## src/rtl/pdmc_defines.vh

```
// Functional notes
// - eight modes: full-speed active plus seven low-power
// - medium active runs on oscillator over 16..128
// - subactive runs on watch clock over 2/4/8
// - sleep stops cpu, peripherals keep system clock
// - subsleep keeps timers, serial, counter, display
// - watch keeps timekeeping, timer two, counter, display
// - standby stops cpu and every peripheral clock
// - each peripheral can be halted on its own
// - standby select picks sleep or standby target
// - wait field sets states waited on wake
// - off-recommendation settings may resume early
// - watch exit clock bit picks system or subclock
// - bit two reads one, writes ignored
// - wait field encodes the listed state counts
// - medium divider field selects 16/32/64/128
`ifndef PDMC_DEFINES_VH
`define PDMC_DEFINES_VH
// register byte offsets
`define PDMC_ADDR_CTRL_ONE 12'h000
`define PDMC_ADDR_HALT 12'h004
`define PDMC_ADDR_CFG 12'h008
`define PDMC_ADDR_STATUS 12'h00c
// control one field positions and reset
`define PDMC_BIT_DEEP 7
`define PDMC_WAIT_HI 6
`define PDMC_WAIT_LO 4
`define PDMC_BIT_WEXIT 3
`define PDMC_BIT_RSVD 2
`define PDMC_DIV_HI 1
`define PDMC_DIV_LO 0
`define PDMC_WAIT_RST 3'h0
`define PDMC_DIV_RST 2'h3
// config field positions
`define PDMC_CFG_MED 0
`define PDMC_CFG_WATCH 1
`define PDMC_CFG_SUB_HI 3
`define PDMC_CFG_SUB_LO 2
// mode codes
`define PDMC_M_ACT_HI 4'h0
`define PDMC_M_ACT_MED 4'h1
`define PDMC_M_SUBACT 4'h2
`define PDMC_M_SLP_HI 4'h3
`define PDMC_M_SLP_MED 4'h4
`define PDMC_M_SUBSLP 4'h5
`define PDMC_M_WATCH 4'h6
`define PDMC_M_STANDBY 4'h7
`define PDMC_M_WAKE 4'h8
// peripheral masks: 0 timer a,1 timer f,2 serial,3 counter,4 display
`define PDMC_MASK_SUBSLP 8'h1f
`define PDMC_MASK_WATCH 8'h1b
// wait field encodings
`define PDMC_WS_8192 3'h0
`define PDMC_WS_16384 3'h1
`define PDMC_WS_V2 3'h2
`define PDMC_WS_V3 3'h3
`define PDMC_WS_V4 3'h4
`define PDMC_WS_EXT 3'h5
`define PDMC_WS_8 3'h6
`define PDMC_WS_16 3'h7
// wait lengths in states
`define PDMC_ST_2 18'd2
`define PDMC_ST_8 18'd8
`define PDMC_ST_16 18'd16
`define PDMC_ST_1024 18'd1024
`define PDMC_ST_2048 18'd2048
`define PDMC_ST_4096 18'd4096
`define PDMC_ST_8192 18'd8192
`define PDMC_ST_16384 18'd16384
`define PDMC_ST_32768 18'd32768
`define PDMC_ST_65536 18'd65536
`define PDMC_ST_131072 18'd131072
// divider masks
`define PDMC_PM_16 7'h0f
`define PDMC_PM_32 7'h1f
`define PDMC_PM_64 7'h3f
`define PDMC_PM_128 7'h7f
`define PDMC_SM_2 3'h1
`define PDMC_SM_4 3'h3
`define PDMC_SM_8 3'h7
`endif

```

## src/rtl/pdmc_top.v

```verilog
// The register addresses and register access over APB are this design's own decisions.
`timescale 1ns/1ps
`default_nettype none
`include "pdmc_defines.vh"
module pdmc_top #(
   parameter NMOD = 8,
   parameter OSC_VARIANT = 0,
   parameter [17:0] WAIT_1024 = `PDMC_ST_1024,
   parameter [17:0] WAIT_2048 = `PDMC_ST_2048,
   parameter [17:0] WAIT_4096 = `PDMC_ST_4096,
   parameter [17:0] WAIT_8192 = `PDMC_ST_8192,
   parameter [17:0] WAIT_16384 = `PDMC_ST_16384,
   parameter [17:0] WAIT_32768 = `PDMC_ST_32768,
   parameter [17:0] WAIT_65536 = `PDMC_ST_65536,
   parameter [17:0] WAIT_131072 = `PDMC_ST_131072
) (
   input wire pclk,
   input wire presetn,
   input wire psel,
   input wire penable,
   input wire pwrite,
   input wire [11:0] paddr,
   input wire [31:0] pwdata,
   output reg [31:0] prdata,
   output reg pready,
   output reg pslverr,
   input wire sleep_req,
   input wire wake_irq,
   input wire watch_tick,
   output reg [3:0] mode_code,
   output reg cpu_run,
   output reg cpu_tick,
   output reg osc_run,
   output reg [NMOD-1:0] periph_tick
);

   //**********************************************
   // register state
   //**********************************************
   reg deep_standby_select, watch_exit_clock_select;
   reg medium_speed_sel, watch_select;
   reg [2:0] wake_wait_select;
   reg [1:0] medium_divider_select;
   reg [NMOD-1:0] module_clock_halt;
   reg [1:0] sub_divider_select;
   reg [3:0] mode;
   reg [17:0] wait_cnt;
   reg [6:0] presc;
   reg [2:0] sub_cnt;

   wire wr_en, setup, sys_tick, sub_tick;
   wire [7:0] ctrl_one_rd;
   reg [3:0] next_mode;
   reg [17:0] next_wait, wait_len;
   reg [6:0] pmask;
   reg [2:0] smask;
   reg [31:0] next_rdata;
   reg next_err, next_cpu_tick, next_cpu_run, mode_on_sub;
   reg [NMOD-1:0] mode_mask;

   //**********************************************
   // apb slave
   //**********************************************
   // write lands only at the completing access edge
   assign setup = psel & ~penable;
   assign wr_en = psel & penable & pready & pwrite;
   assign ctrl_one_rd = {deep_standby_select, wake_wait_select,
      watch_exit_clock_select, 1'b1, medium_divider_select};

   // read data captured at setup so prdata is a flop
   always @* begin
      next_rdata = 32'h0000_0000;
      next_err = 1'b0;
      case (paddr)
         `PDMC_ADDR_CTRL_ONE: next_rdata[7:0] = ctrl_one_rd;
         `PDMC_ADDR_HALT: next_rdata[NMOD-1:0] = module_clock_halt;
         `PDMC_ADDR_CFG: next_rdata[3:0] = {sub_divider_select,
            watch_select, medium_speed_sel};
         `PDMC_ADDR_STATUS: next_rdata[4:0] = {(mode == `PDMC_M_WAKE),
            mode};
         default: next_err = 1'b1;
      endcase
   end

   // one access cycle per transfer, ready raised from setup
   always @(posedge pclk or negedge presetn) begin
      if (!presetn) begin
         pready <= 1'b0;
         pslverr <= 1'b0;
         prdata <= 32'h0000_0000;
      end else begin
         pready <= setup;
         pslverr <= setup & next_err;
         if (setup) begin
            prdata <= pwrite ? 32'h0000_0000 : next_rdata;
         end
      end
   end

   // register writes; bit two has no storage
   always @(posedge pclk or negedge presetn) begin
      if (!presetn) begin
         deep_standby_select <= 1'b0;
         wake_wait_select <= `PDMC_WAIT_RST;
         watch_exit_clock_select <= 1'b0;
         medium_divider_select <= `PDMC_DIV_RST;
         module_clock_halt <= {NMOD{1'b0}};
         medium_speed_sel <= 1'b0;
         watch_select <= 1'b0;
         sub_divider_select <= 2'h0;
      end else if (wr_en) begin
         if (paddr == `PDMC_ADDR_CTRL_ONE) begin
            deep_standby_select <= pwdata[`PDMC_BIT_DEEP];
            wake_wait_select <= pwdata[`PDMC_WAIT_HI:`PDMC_WAIT_LO];
            watch_exit_clock_select <= pwdata[`PDMC_BIT_WEXIT];
            medium_divider_select <= pwdata[`PDMC_DIV_HI:`PDMC_DIV_LO];
         end
         if (paddr == `PDMC_ADDR_HALT) begin
            module_clock_halt <= pwdata[NMOD-1:0];
         end
         if (paddr == `PDMC_ADDR_CFG) begin
            medium_speed_sel <= pwdata[`PDMC_CFG_MED];
            watch_select <= pwdata[`PDMC_CFG_WATCH];
            sub_divider_select <= pwdata[`PDMC_CFG_SUB_HI:`PDMC_CFG_SUB_LO];
         end
      end
   end

   //**********************************************
   // clock dividers
   //**********************************************
   // divider masks; subclock select 11 falls back to /8
   always @* begin
      case (medium_divider_select)
         2'h0: pmask = `PDMC_PM_16;
         2'h1: pmask = `PDMC_PM_32;
         2'h2: pmask = `PDMC_PM_64;
         default: pmask = `PDMC_PM_128;
      endcase
      case (sub_divider_select)
         2'h0: smask = `PDMC_SM_2;
         2'h1: smask = `PDMC_SM_4;
         default: smask = `PDMC_SM_8;
      endcase
   end

   assign sys_tick = ((presc & pmask) == pmask);
   assign sub_tick = watch_tick & ((sub_cnt & smask) == smask);

   // free-running prescalers; watch side keeps counting always
   always @(posedge pclk or negedge presetn) begin
      if (!presetn) begin
         presc <= 7'h00;
         sub_cnt <= 3'h0;
      end else begin
         presc <= presc + 7'h01;
         if (watch_tick) begin
            sub_cnt <= sub_cnt + 3'h1;
         end
      end
   end

   //**********************************************
   // wake wait length
   //**********************************************
   // variant picks the middle three encodings
   always @* begin
      case (wake_wait_select)
         `PDMC_WS_8192: wait_len = WAIT_8192;
         `PDMC_WS_16384: wait_len = WAIT_16384;
         `PDMC_WS_V2: wait_len = OSC_VARIANT ? WAIT_32768 : WAIT_1024;
         `PDMC_WS_V3: wait_len = OSC_VARIANT ? WAIT_65536 : WAIT_2048;
         `PDMC_WS_V4: wait_len = OSC_VARIANT ? WAIT_131072 : WAIT_4096;
         `PDMC_WS_EXT: wait_len = `PDMC_ST_2;
         `PDMC_WS_8: wait_len = `PDMC_ST_8;
         default: wait_len = `PDMC_ST_16;
      endcase
   end

   //**********************************************
   // mode state machine
   //**********************************************
   // the wait is counted exactly; hardware never cuts it short,
   // which is the safe reading of early resume
   always @* begin
      next_mode = mode;
      next_wait = wait_cnt;
      case (mode)
         `PDMC_M_ACT_HI, `PDMC_M_ACT_MED: begin
            if (sleep_req) begin
               if (!deep_standby_select) begin
                  next_mode = (mode == `PDMC_M_ACT_HI) ?
                     `PDMC_M_SLP_HI : `PDMC_M_SLP_MED;
               end else begin
                  next_mode = watch_select ? `PDMC_M_WATCH :
                     `PDMC_M_STANDBY;
               end
            end else begin
               next_mode = medium_speed_sel ? `PDMC_M_ACT_MED :
                  `PDMC_M_ACT_HI;
            end
         end
         `PDMC_M_SUBACT: begin
            if (sleep_req) begin
               next_mode = deep_standby_select ? `PDMC_M_WATCH :
                  `PDMC_M_SUBSLP;
            end
         end
         `PDMC_M_SLP_HI: begin
            if (wake_irq) begin
               next_mode = `PDMC_M_ACT_HI;
            end
         end
         `PDMC_M_SLP_MED: begin
            if (wake_irq) begin
               next_mode = `PDMC_M_ACT_MED;
            end
         end
         `PDMC_M_SUBSLP: begin
            if (wake_irq) begin
               next_mode = `PDMC_M_SUBACT;
            end
         end
         `PDMC_M_WATCH: begin
            if (wake_irq) begin
               if (watch_exit_clock_select) begin
                  next_mode = `PDMC_M_SUBACT;
               end else begin
                  next_mode = `PDMC_M_WAKE;
                  next_wait = wait_len - 18'd1;
               end
            end
         end
         `PDMC_M_STANDBY: begin
            if (wake_irq) begin
               next_mode = `PDMC_M_WAKE;
               next_wait = wait_len - 18'd1;
            end
         end
         `PDMC_M_WAKE: begin
            if (wait_cnt == 18'd0) begin
               next_mode = medium_speed_sel ? `PDMC_M_ACT_MED :
                  `PDMC_M_ACT_HI;
            end else begin
               next_wait = wait_cnt - 18'd1;
            end
         end
         default: next_mode = `PDMC_M_ACT_HI;
      endcase
   end

   always @(posedge pclk or negedge presetn) begin
      if (!presetn) begin
         mode <= `PDMC_M_ACT_HI;
         wait_cnt <= 18'd0;
      end else begin
         mode <= next_mode;
         wait_cnt <= next_wait;
      end
   end

   //**********************************************
   // clock gating outputs
   //**********************************************
   // cpu and peripheral mask per mode
   always @* begin
      next_cpu_run = 1'b0;
      next_cpu_tick = 1'b0;
      mode_mask = {NMOD{1'b0}};
      mode_on_sub = 1'b0;
      case (mode)
         `PDMC_M_ACT_HI: begin
            next_cpu_run = 1'b1;
            next_cpu_tick = 1'b1;
            mode_mask = {NMOD{1'b1}};
         end
         `PDMC_M_ACT_MED: begin
            next_cpu_run = 1'b1;
            next_cpu_tick = sys_tick;
            mode_mask = {NMOD{1'b1}};
         end
         `PDMC_M_SUBACT: begin
            next_cpu_run = 1'b1;
            next_cpu_tick = sub_tick;
            mode_mask = {NMOD{1'b1}};
            mode_on_sub = 1'b1;
         end
         `PDMC_M_SLP_HI, `PDMC_M_SLP_MED: begin
            mode_mask = {NMOD{1'b1}};
         end
         `PDMC_M_SUBSLP: begin
            mode_mask = `PDMC_MASK_SUBSLP;
            mode_on_sub = 1'b1;
         end
         `PDMC_M_WATCH: begin
            mode_mask = `PDMC_MASK_WATCH;
            mode_on_sub = 1'b1;
         end
         default: begin
            mode_mask = {NMOD{1'b0}};
         end
      endcase
   end

   // per-module tick, gated by mode and by the halt register
   genvar gi;
   generate
      for (gi = 0; gi < NMOD; gi = gi + 1) begin : g_mod
         wire src = mode_on_sub ? sub_tick :
            ((mode == `PDMC_M_SLP_MED) ? sys_tick : 1'b1);
         always @(posedge pclk or negedge presetn) begin
            if (!presetn) begin
               periph_tick[gi] <= 1'b0;
            end else begin
               periph_tick[gi] <= mode_mask[gi] & ~module_clock_halt[gi]
                  & src;
            end
         end
      end
   endgenerate

   // oscillator halted in standby, watch and the sub modes
   always @(posedge pclk or negedge presetn) begin
      if (!presetn) begin
         cpu_run <= 1'b1;
         cpu_tick <= 1'b0;
         osc_run <= 1'b1;
         mode_code <= `PDMC_M_ACT_HI;
      end else begin
         cpu_run <= next_cpu_run;
         cpu_tick <= next_cpu_tick;
         osc_run <= (mode != `PDMC_M_STANDBY) & (mode != `PDMC_M_WATCH)
            & ~mode_on_sub;
         mode_code <= mode;
      end
   end

endmodule
`default_nettype wire

```

## config.mk

```make
export PLATFORM = sky130hd
export DESIGN_NAME = pdmc_top
export DESIGN_NICKNAME = d
export VERILOG_FILES = /design/src/rtl/pdmc_top.v
export VERILOG_INCLUDE_DIRS = /design/src /design/src/rtl
export SDC_FILE = /design/constraint.sdc
export NUM_CORES = 1
export LEC_CHECK = 0
export ABC_CLOCK_PERIOD_IN_PS = 9200
export BUFFER_PORTS_ARGS = -buffer_cell sky130_fd_sc_hd__buf_2
export CAP_MARGIN = 30
export CORE_ASPECT_RATIO = 0.9
export CORE_MARGIN = 10
export CORE_UTILIZATION = 40
export DETAILED_ROUTE_END_ITERATION = 12
export GPL_TIMING_DRIVEN = 1
export SETUP_SLACK_MARGIN = 0.02
export SLEW_MARGIN = 10
export SYNTH_ARGS = -nofsm -noshare
export SYNTH_HDL_FRONTEND = slang
export SYNTH_SLANG_ARGS = --single-unit
export TNS_END_PERCENT = 50
```

## constraint.sdc

```tcl
create_clock -name pclk -period 9.2 [get_ports pclk]
set_clock_uncertainty 0.15 [all_clocks]
set_input_delay 0.46 -clock pclk [delete_from_list [all_inputs] [get_ports pclk]]
set_output_delay 0.46 -clock pclk [all_outputs]
set_load 0.05 [all_outputs]
```

==> flow_metrics.env, run 1 <==
export IMPL_status="complete, no violations"
export IMPL_setup_violations=0
export IMPL_grt_use_total_pct=13.54
export IMPL_routabilityCongestion=0.8465
export IMPL_cp_data_arrival_time_ns=3.61
export IMPL_routed_wl_microns=9817
export IMPL_syn_inst=402
export IMPL_postPlaceCellArea_sq_um=4279
export IMPL_dpl_worst_slack_ns=5.710
export IMPL_hold_viol_final=0
export IMPL_syn2layout_area_growth_pct=13.10
export IMPL_die_h_microns=115.2
export IMPL_p_per_area_nw_per_um2=272.2
export IMPL_io_pins=101
export IMPL_finalNetCount=503
export IMPL_fmax_mhz=285.2
export IMPL_async_flop_share_pct=100.0
export IMPL_worstSkewPairLatency_ns=0.35
export IMPL_cts_buffers=9
export IMPL_dr_first_iter_drc_count=273
export IMPL_cp_max_fo=20
export IMPL_ir_worst_vdd_uv=123.4
export IMPL_hp_class="in -> reg"
export IMPL_clkSlewWorstSetupHoldPaths_ns=0.08
export IMPL_vias_per_cell=5.440
export IMPL_worst_pin_slew_ns=0.8945
export IMPL_grt_remaining_overflow=0
export IMPL_fin_util_pct=46.79
export IMPL_endpoint_kind="flip-flop"
export IMPL_max_slew_margin_rel_pct=39.87
export IMPL_ys_flop_type="dfrtp_1"
export IMPL_fin_ws_ns=5.694
export IMPL_fin_area_sq_um=4558
export IMPL_rows=34
export IMPL_ant_nets=0
export IMPL_initial_core_util_pct=41.37
export IMPL_via_count=3150
export IMPL_cts_buffer_depth=2
export IMPL_grt_max_degree=77
export IMPL_antenna_found_initial=0
export IMPL_grt_pass1_wl_microns=16050
export IMPL_period_share_pct=38.11
export IMPL_yosys_warnings=0
export IMPL_portBuffers=52
export IMPL_synthDistinctLibCells=58
export IMPL_synth_seq_cells=76
export IMPL_min_period_ns=3.506
export IMPL_crit_type="reg -> reg"
export IMPL_maxCapViolations=0
export IMPL_drtPass1Iterations=4
export IMPL_drive_gt1_share_pct=24.72
export IMPL_dieArea_sq_um=14500
export IMPL_clock_sinks=76
export IMPL_leakage_nw=2.051
export IMPL_start_kind="flip-flop"
export IMPL_cts_tree="built"
export IMPL_ys_seq_area_share_pct=47.31
export IMPL_rsz0062_at_grt="false"
export IMPL_post_dp_hpwl_microns=6904
export IMPL_die_x_microns=125.8
export IMPL_syn_avg_cell_area_sq_um=10.03
export IMPL_grt_pass1_vias=3118
export IMPL_netlist_area_sq_um=4030
export IMPL_synth_edf_count=0
export IMPL_drc=0
export IMPL_cp_data_required_time_ns=9.30
export IMPL_n_antenna_cell=0
export IMPL_coreArea_sq_um=9742
export IMPL_wl_per_cell_microns=16.96
export IMPL_cts_max_level=3
export IMPL_final_max_slew_viol_count=0
export IMPL_setup_tns_ns=0
export IMPL_root_buffer="clkbuf_8"
[cells in the mapped netlist (2+ instances only)]
library cell / count / area, sq um
inv_1: 10 / 37.54
mux2i_1: 6 / 60.06
nor2_1: 23 / 86.33
dfrtp_1: 72 / 1802
nand3_1: 12 / 60.06
or2_2: 4 / 25.02
dfstp_2: 4 / 105.1
a21oi_1: 27 / 135.1
nand2b_1: 5 / 31.28
xor2_1: 7 / 61.31
mux4_2: 3 / 67.56
a41oi_1: 3 / 26.28
nor4b_1: 2 / 17.52
a311oi_1: 2 / 17.52
buf_6: 2 / 22.52
nor2b_1: 5 / 31.28
o22ai_1: 2 / 12.51
nand4_1: 7 / 43.79
a31oi_1: 3 / 18.77
o31ai_1: 3 / 22.52
ha_1: 3 / 37.54
a22o_1: 8 / 70.07
nor4_1: 11 / 68.82
mux2_2: 20 / 225.2
a211oi_1: 2 / 15.01
buf_1: 3 / 11.26
clkbuf_1: 16 / 60.06
a21o_1: 2 / 15.01
o21ai_0: 31 / 155.2
a31o_2: 3 / 26.28
o21a_1: 5 / 37.54
buf_4: 24 / 180.2
nand2_1: 29 / 108.9
nor3_1: 13 / 65.06
nor4_2: 2 / 25.02
and3_1: 3 / 18.77
xnor2_1: 4 / 35.03
[per-stage QoR]
step / power [mW] / hold WS [ns] / cells
floorplan: 0.8435 / 0.01441 / 425
global placement: 0.9387 / 0.2836 / 559
detailed placement: 0.9466 / 0.2917 / 559
CTS: 1.245 / 0.1460 / 575
global route: 1.316 / 0.1864 / 579
finish: 1.241 / 0.1920 / 579
[kinds of logic (layout without fill, tap and decap cells)]
group	Yosys count	count (layout)	synth area share [%]
compound gates	100	100	16.14
other cells	1	24	0.09305
flops	76	76	47.31
buf+inv	57	85	7.948
mux	29	29	8.755
simple gates	125	125	16.42
fa+ha+maj	3	3	0.9315
xor+xnor	11	11	2.391
[layout make-up]
type                            count  area (sq um)
Sequential cell                    76          1907
Clock buffer                       13         168.9
Clock inverter                      3         67.56
Fill cell                         963          5184
Tap cell                          126         157.7
Timing Repair Buffer               58         320.3
Multi-Input combinational cell    292          1896
Inverter                           11         41.29
[cell usage in the layout (no fill, tap or decap), types with 4 or more instances in the layout]
master	netlist	layout
dfstp_2	4	4
conb_1	1	24
nor2b_1	5	5
mux2i_1	6	6
o21ai_0	31	31
nor4_1	11	11
nor3_1	13	13
clkbuf_8	0	12
mux2_2	20	20
buf_2	1	51
a21oi_1	27	27
xnor2_1	4	4
o21a_1	5	5
or2_2	4	4
nand3_1	12	12
inv_1	10	10
dfrtp_1	72	72
nand2b_1	5	5
nor2_1	23	23
nand2_1	29	29
nand4_1	7	7
a22o_1	8	8
xor2_1	7	7
[state kept, by name, indices dropped and copies added, names as in the netlist, 2 cells and up]
name	flops
sub_cnt	3
mode	4
mode_code	4
wake_wait_select	3
prdata	8
sub_divider_select	2
medium_divider_select	2
presc	7
module_clock_halt	8
wait_cnt	18
periph_tick	8
[worst max-delay path, stage by stage, from the launching register on]
cell,delay (ns)
dfrtp_1,0.63
or4b_4,0.77
and3_1,0.22
a21oi_1,0.12
ha_1,0.55
inv_1,0.28
a2111oi_4,0.31
a21oi_1,0.11
a311oi_1,0.25
[layer usage]
layer	wire length [microns]	part of all wire, %	global-route usage, %	up-vias
met5	0	0	0	-
met4	108	1.1	3.867	0
met3	854	8.7	5.246	9
met2	3990	41	18.45	100
met1	4863	50	19.33	1535
li1	-	-	-	1506
[report_power, final]
part | total [mW] | leakage (nW) | internal (mW) | switching (mW)
Clock | 0.297 | 0.116 | 0.175 | 0.122
Sequential | 0.510 | 0.937 | 0.416 | 0.0944
Combinational | 0.433 | 0.998 | 0.137 | 0.297
[final timing paths]
kind	cells after the start	to	slack (ns)	startpoint
setup / recovery	8	wait_cnt[16]	5.69	mode[1]
hold / removal	3	wake_wait_select[0]	0.19	pwdata[4]
setup reg to reg	8	wait_cnt[16]	5.69	mode[1]
hold reg to reg	1	presc[0]	0.30	presc[0]
max in group asynchronous	3	osc_run	7.82	presetn
min in group asynchronous	2	sub_divider_select[1]	0.43	presetn
[what timing repair did]
item / in CTS / in global routing
hold endpoints to repair: 0 / 29
setup endpoints to repair: 0 / 0
gates resized for setup: 0 / 0
buffers inserted: 0 / 0
hold buffers: 0 / 1
(Power assumes the default switching activity.)
==> inputs of run 2 (changes only) <==
--- a/config.mk
+++ b/config.mk
@@ -6,7 +6,8 @@
 export SDC_FILE = /design/constraint.sdc
 export NUM_CORES = 1
 export LEC_CHECK = 0
-export ABC_CLOCK_PERIOD_IN_PS = 9200
+export ABC_AREA = 1
+export ABC_CLOCK_PERIOD_IN_PS = 3200
 export BUFFER_PORTS_ARGS = -buffer_cell sky130_fd_sc_hd__buf_2
 export CAP_MARGIN = 30
 export CORE_ASPECT_RATIO = 0.9
==> constraint.sdc (replaced) <==
create_clock -name pclk -period 3.2 [get_ports pclk]
set_clock_uncertainty 0.15 [all_clocks]
set_input_delay 0.16 -clock pclk [delete_from_list [all_inputs] [get_ports pclk]]
set_output_delay 0.16 -clock pclk [all_outputs]
set_load 0.05 [all_outputs]
==> flow_metrics.env, run 2 <==
export IMPL_fmax_mhz=408.1
export IMPL_fin_util_pct=48.28
export IMPL_netlist_area_sq_um=4258
export IMPL_regMostFlops="wait_cnt"
export IMPL_period_share_pct=76.58
export IMPL_ys_flop_type="dfrtp_1"
export IMPL_syn_avg_cell_area_sq_um=7.988
export IMPL_cts_resized=0
export IMPL_rsz0062_at_grt="false"
export IMPL_yosysMostFrequentCell="nand2_1"
export IMPL_grt_use_total_pct=14.23
export IMPL_crit_type="reg -> reg"
export IMPL_dpl_worst_slack_ns=0.7661
export IMPL_synth_top_cells_by_count="nand2_1, dfrtp_1, nand3_1"
export IMPL_vias_per_cell=4.915
export IMPL_finalPower_mw=3.753
export IMPL_routabilityCongestion=0.8816
export IMPL_cp_max_fo=10
export IMPL_cts_max_level=3
export IMPL_syn2layout_area_growth_pct=17.19
export IMPL_max_slew_margin_rel_pct=52.32
export IMPL_maxCapViolations=0
export IMPL_dp_cells=703
export IMPL_endpoint_kind="flip-flop"
export IMPL_fillers=1020
export IMPL_drc=0
export IMPL_synth_area_leader_cell="dfrtp_1"
export IMPL_reg2reg_slack_ns=0.75
export IMPL_wl_per_cell_microns=14.35
export IMPL_postPlaceCellArea_sq_um=4516
export IMPL_initial_core_util_pct=41.20
export IMPL_dieArea_sq_um=15180
export IMPL_p_per_area_nw_per_um2=752.2
export IMPL_finalNetCount=653
export IMPL_synth_compound_area_share_pct=7.993
export IMPL_fin_ws_ns=0.7494
export IMPL_cts_tree="built"
export IMPL_hold_ws_ns=0.01183
export IMPL_worstSkewPairLatency_ns=0.34
export IMPL_r2r_start="mode[1]"
export IMPL_dr_first_iter_drc_count=283
export IMPL_largest_reg_flops=18
export IMPL_hold_path_depth=4
export IMPL_ant_nets=0
export IMPL_hp_class="in -> reg"
export IMPL_coreArea_sq_um=10330
export IMPL_io_pins=101
export IMPL_layout_commonest_cell="nand2_1"
export IMPL_start_kind="flip-flop"
export IMPL_ir_worst_vdd_uv=281.3
export IMPL_hold_end="prdata[7]"
export IMPL_portBuffers=52
export IMPL_synth_area_mux_share_pct=0.5289
export IMPL_drtPass1Iterations=4
export IMPL_synth_top_family_by_area="simple AND/OR/NAND/NOR gates"
export IMPL_root_buffer="clkbuf_16"
export IMPL_grt_max_degree=77
export IMPL_leakage_nw=2.642
export IMPL_cp_data_required_time_ns=3.28
export IMPL_die_x_microns=128.8
export IMPL_hold_viol_final=0
export IMPL_routed_wl_microns=10510
export IMPL_die_h_microns=117.9
export IMPL_cp_data_arrival_time_ns=2.53
export IMPL_synth_xor_area_share_pct=2.880
export IMPL_synth_area_leaders="dfrtp_1, nand2_1, nand3_1, inv_1, buf_4"
export IMPL_async_flop_share_pct=100.0
export IMPL_setup_violations=0
export IMPL_ff2ff_path_depth=10
export IMPL_status="complete, no violations"
export IMPL_clock_sinks=76
export IMPL_final_max_slew_viol_count=0
export IMPL_synth_fa_ha_area_share_pct=0.8816
export IMPL_fin_area_sq_um=4990
export IMPL_holdCritStartpoint="pwrite"
export IMPL_stdcell_count=732
export IMPL_synthDistinctLibCells=39
export IMPL_antenna_found_initial=0
export IMPL_synth_top_area_share_pct=42.32
export IMPL_min_period_ns=2.451
export IMPL_reg2reg_to="wait_cnt[8]"
export IMPL_via_count=3598
export IMPL_n_antenna_cell=0
export IMPL_synth_edf_count=0
export IMPL_cts_buffers=9
export IMPL_post_dp_hpwl_microns=7660
export IMPL_grt_pass1_vias=3584
export IMPL_ys_seq_area_share_pct=44.78
export IMPL_worst_pin_slew_ns=0.7091
export IMPL_layout_common_cells="nand2_1, dfrtp_1, nand3_1, inv_1"
export IMPL_cts_buffer_depth=2
export IMPL_grt_remaining_overflow=0
export IMPL_yosys_area_share_simple_pct=31.09
export IMPL_syn_inst=533
export IMPL_synth_seq_cells=76
export IMPL_rows=35
export IMPL_drive_gt1_share_pct=17.74
export IMPL_clkSlewWorstSetupHoldPaths_ns=0.06
export IMPL_setup_tns_ns=0
export IMPL_yosys_warnings=0
export IMPL_grt_pass1_wl_microns=17770
run 2: power breakdown:
| part | total (mW) | internal, mW | switching [mW] | leakage, nW |
|---|---|---|---|---|
| Clock | 1.12 | 0.707 | 0.408 | 0.152 |
| Combinational | 1.33 | 0.356 | 0.970 | 1.55 |
| Sequential | 1.31 | 1.16 | 0.149 | 0.942 |
| Total | 3.75 | 2.23 | 1.53 | 2.64 |
run 2: area by class of cell:
type / count / area [sq um] / share of cell area, %
sequential: 76 / 1907 / 38.21
tap: 129 / 161.4 / 3.235
clock inverter: 5 / 83.83 / 1.680
timing repair buffer: 67 / 425.4 / 8.526
inverter: 62 / 232.7 / 4.664
clock buffer: 11 / 242.7 / 4.865
multi-input combinational: 382 / 1937 / 38.82
run 2: repair_timing:
item / in CTS / in global routing
setup buffers: 0 / 0
hold buffers: 12 / 0
endpoints found under the hold margin: 93 / 0
run 2: cells by family (layout without fill, tap and decap cells):
logic type,Yosys count,count (layout)
XOR/XNOR,14,14
AND/OR/NAND/NOR,278,278
buffers and inverters,98,145
adder cells (fa/ha/maj),3,3
AO/OA/AOI/OAI,61,61
other,1,24
flip-flops,76,76
multiplexers,2,2
run 2: worst max-delay path: stages (launching register included):
cell and delay [ns]:
dfrtp_1 0.51, nor2_4 0.31, buf_4 0.21, nand3_1 0.08
nand2_1 0.11, ha_1 0.23, nand3_2 0.13, nor3_2 0.34
nand3_1 0.11, nand3_1 0.08, nand2_1 0.06
run 2: worst max path at each step:
stage | cells after the start | slack, ns | start | end
floorplan | 13 | 1.26 | mode[1] | wait_cnt[14]
global placement | 6 | 0.78 | mode[1] | wait_cnt[9]
detailed placement | 7 | 0.77 | mode[1] | wait_cnt[9]
CTS | 7 | 0.76 | mode[1] | wait_cnt[9]
global route | 7 | 0.55 | mode[2] | wait_cnt[17]
finish | 10 | 0.75 | mode[1] | wait_cnt[8]
run 2: per-layer routing:
metal,wire [microns],share of wire [%],up-vias,global-route usage [%]
met5,0,0,-,0
met4,271,2.6,0,6.676
met3,611,5.8,18,2.566
met2,4773,45,113,22.15
met1,4848,46,1659,18.56
li1,-,-,1808,-
==> inputs of run 3 (changes only) <==
--- a/config.mk
+++ b/config.mk
@@ -6,8 +6,8 @@
 export SDC_FILE = /design/constraint.sdc
 export NUM_CORES = 1
 export LEC_CHECK = 0
-export ABC_AREA = 1
-export ABC_CLOCK_PERIOD_IN_PS = 3200
+export ABC_AREA = 0
+export ABC_CLOCK_PERIOD_IN_PS = 2200
 export BUFFER_PORTS_ARGS = -buffer_cell sky130_fd_sc_hd__buf_2
 export CAP_MARGIN = 30
 export CORE_ASPECT_RATIO = 0.9
@@ -15,6 +15,7 @@
 export CORE_UTILIZATION = 40
 export DETAILED_ROUTE_END_ITERATION = 12
 export GPL_TIMING_DRIVEN = 1
+export PLACE_DENSITY = 0.65
 export SETUP_SLACK_MARGIN = 0.02
 export SLEW_MARGIN = 10
 export SYNTH_ARGS = -nofsm -noshare
==> constraint.sdc (replaced) <==
create_clock -name pclk -period 2.2 [get_ports pclk]
set_clock_uncertainty 0.15 [all_clocks]
set_input_delay 0.11 -clock pclk [delete_from_list [all_inputs] [get_ports pclk]]
set_output_delay 0.11 -clock pclk [all_outputs]
set_load 0.05 [all_outputs]
==> flow_metrics.env, run 3 (synthesis gave the netlist of run 1 again) <==
export IMPL_status="complete, but fails checks"
export IMPL_violations="negative setup slack"
export IMPL_hold_end="mode[1]"
export IMPL_final_max_slew_viol_count=0
export IMPL_layout_commonest_cell="dfrtp_1"
export IMPL_max_stage_delay_ns=0.56
export IMPL_layout_common_cells="dfrtp_1, buf_2, buf_4, nand2_1, a21oi_1"
export IMPL_grt_max_degree=46
export IMPL_wl_per_cell_microns=16.99
export IMPL_fillers=875
export IMPL_dr_first_iter_drc_count=279
export IMPL_r2r_start="mode[0]"
export IMPL_grt_use_met2_pct=20.99
export IMPL_start_kind="flip-flop"
export IMPL_met1_usage_pct=19.93
export IMPL_crit_path_top_delay_cell="or4b_4"
export IMPL_coreArea_sq_um=9742
export IMPL_stdcell_count=636
export IMPL_grt_pass1_wl_microns=17480
export IMPL_worstSkewPairLatency_ns=0.36
export IMPL_rows=34
export IMPL_dp_cells=601
export IMPL_top_usage_layer="met2"
export IMPL_syn2layout_area_growth_pct=28.19
export IMPL_drc=0
export IMPL_worst_pin_slew_ns=0.5599
export IMPL_crit_type="reg -> reg"
export IMPL_cts_tree="built"
export IMPL_fmax_mhz=417.0
export IMPL_worstPathCellList="or4b_4, and3_4, a21oi_4, ha_4, inv_6, a2111oi_4, nor2_1, a311oi_1"
export IMPL_max_slew_margin_rel_pct=62.39
export IMPL_regMostFlops="wait_cnt"
export IMPL_cts_buffers=9
export IMPL_die_h_microns=115.2
export IMPL_setup_violations=13
export IMPL_rsz0062_at_grt="true"
export IMPL_ff2ff_path_depth=8
export IMPL_routed_wl_microns=10810
export IMPL_cp_data_arrival_time_ns=2.52
export IMPL_n_antenna_cell=0
export IMPL_vias_per_cell=5.385
export IMPL_holdCritStartpoint="wake_irq"
export IMPL_dieArea_sq_um=14500
export IMPL_routabilityCongestion=0.8946
export IMPL_reg2reg_slack_ns=-0.20
export IMPL_ant_nets=0
export IMPL_cp_data_required_time_ns=2.32
export IMPL_portBuffers=52
export IMPL_reg2reg_to="wait_cnt[16]"
export IMPL_hold_path_depth=5
export IMPL_endpoint_kind="flip-flop"
export IMPL_cp_max_fo=4
export IMPL_drtPass1Iterations=5
export IMPL_drive_gt1_share_pct=33.73
export IMPL_cts_buffer_depth=2
export IMPL_clock_sinks=76
export IMPL_grt_remaining_overflow=0
export IMPL_grt_use_total_pct=14.75
export IMPL_initial_core_util_pct=41.37
export IMPL_use_met3_pct=5.844
export IMPL_p_per_area_nw_per_um2=1064
export IMPL_leakage_nw=2.355
export IMPL_root_buffer="clkbuf_8"
export IMPL_dpl_worst_slack_ns=-0.2327
export IMPL_die_x_microns=125.8
export IMPL_hp_class="in -> reg"
export IMPL_hold_viol_final=0
export IMPL_io_pins=101
export IMPL_min_period_ns=2.398
export IMPL_largest_reg_flops=18
export IMPL_maxCapViolations=0
export IMPL_fin_ws_ns=-0.1982
export IMPL_via_count=3425
export IMPL_ir_worst_vdd_uv=902.3
export IMPL_post_dp_hpwl_microns=7847
export IMPL_finalNetCount=560
export IMPL_clkSlewWorstSetupHoldPaths_ns=0.08
export IMPL_period_share_pct=109.0
export IMPL_grt_pass1_vias=3421
export IMPL_antenna_found_initial=0
export IMPL_cts_max_level=3
run 3: power by group:
part	switching (mW)	internal, mW	total [mW]
Clock	0.530	0.552	1.08
Combinational	1.58	0.897	2.48
Sequential	0.195	1.74	1.94
Total	2.30	3.19	5.50
run 3: layout make-up:
type / count / area, sq um / area share (%)
well taps: 126 / 157.7 / 3.052
inverters: 11 / 46.29 / 0.8961
multi-input cells: 292 / 2011 / 38.92
clock buffers: 10 / 137.6 / 2.664
clock inverters: 6 / 63.81 / 1.235
flip-flops and latches: 76 / 1907 / 36.91
repair buffers: 115 / 843.3 / 16.32
run 3: worst max path at each step:
stage / cells after the start / from / to / slack [ns]
floorplan: 12 / mode[0] / wait_cnt[16] / -0.54
global placement: 5 / mode[0] / wait_cnt[16] / -0.21
detailed placement: 5 / mode[0] / wait_cnt[16] / -0.23
CTS: 5 / mode[0] / wait_cnt[16] / -0.19
global route: 8 / mode[0] / wait_cnt[16] / -0.37
finish: 8 / mode[0] / wait_cnt[16] / -0.20
run 3: worst max-delay path: cells and delay by family (launching register included):
| kind | cells | cell delay [ns] |
|---|---|---|
| buffers and inverters | 1 | 0.05 |
| AND/OR/NAND/NOR | 3 | 0.83 |
| AO/OA/AOI/OAI | 3 | 0.69 |
| flip-flops | 1 | 0.38 |
| adder cells (fa/ha/maj) | 1 | 0.20 |
run 3: per-layer routing:
layer  share of wire (%)  wire, microns  vias to the layer above
met5                   0              0                        -
met4                 1.1            123                        0
met3                 8.3            894                       11
met2                  43           4636                      123
met1                  48           5150                     1677
li1                    -              -                     1614
run 3: per-stage QoR:
stage | setup TNS (ns) | hold slack (ns) | utilization, % | instance area, sq um | power, mW
6_report | -0.8747 | 0.06950 | 53.03 | 5166 | 5.495
5_1_grt | -2.047 | 0.07746 | 53.03 | 5166 | 5.826
4_1_cts | -0.5182 | 0.04272 | 51.73 | 5040 | 5.414
3_5_place_dp | -0.8150 | -0.07689 | 47.74 | 4651 | 4.252
3_3_place_gp | -0.5728 | -0.08342 | 47.74 | 4651 | 4.225
2_1_floorplan | -3.756 | -0.3356 | - | 4172 | 3.574
run 3: what timing repair did:
action | 4_1_cts | 5_1_grt
endpoints found under the hold margin | 100 | 0
pin swaps | 7 | 7
hold buffers | 14 | 0
buffers inserted | 1 | 5
gates resized for setup | 11 | 22
setup endpoints to repair | 11 | 17
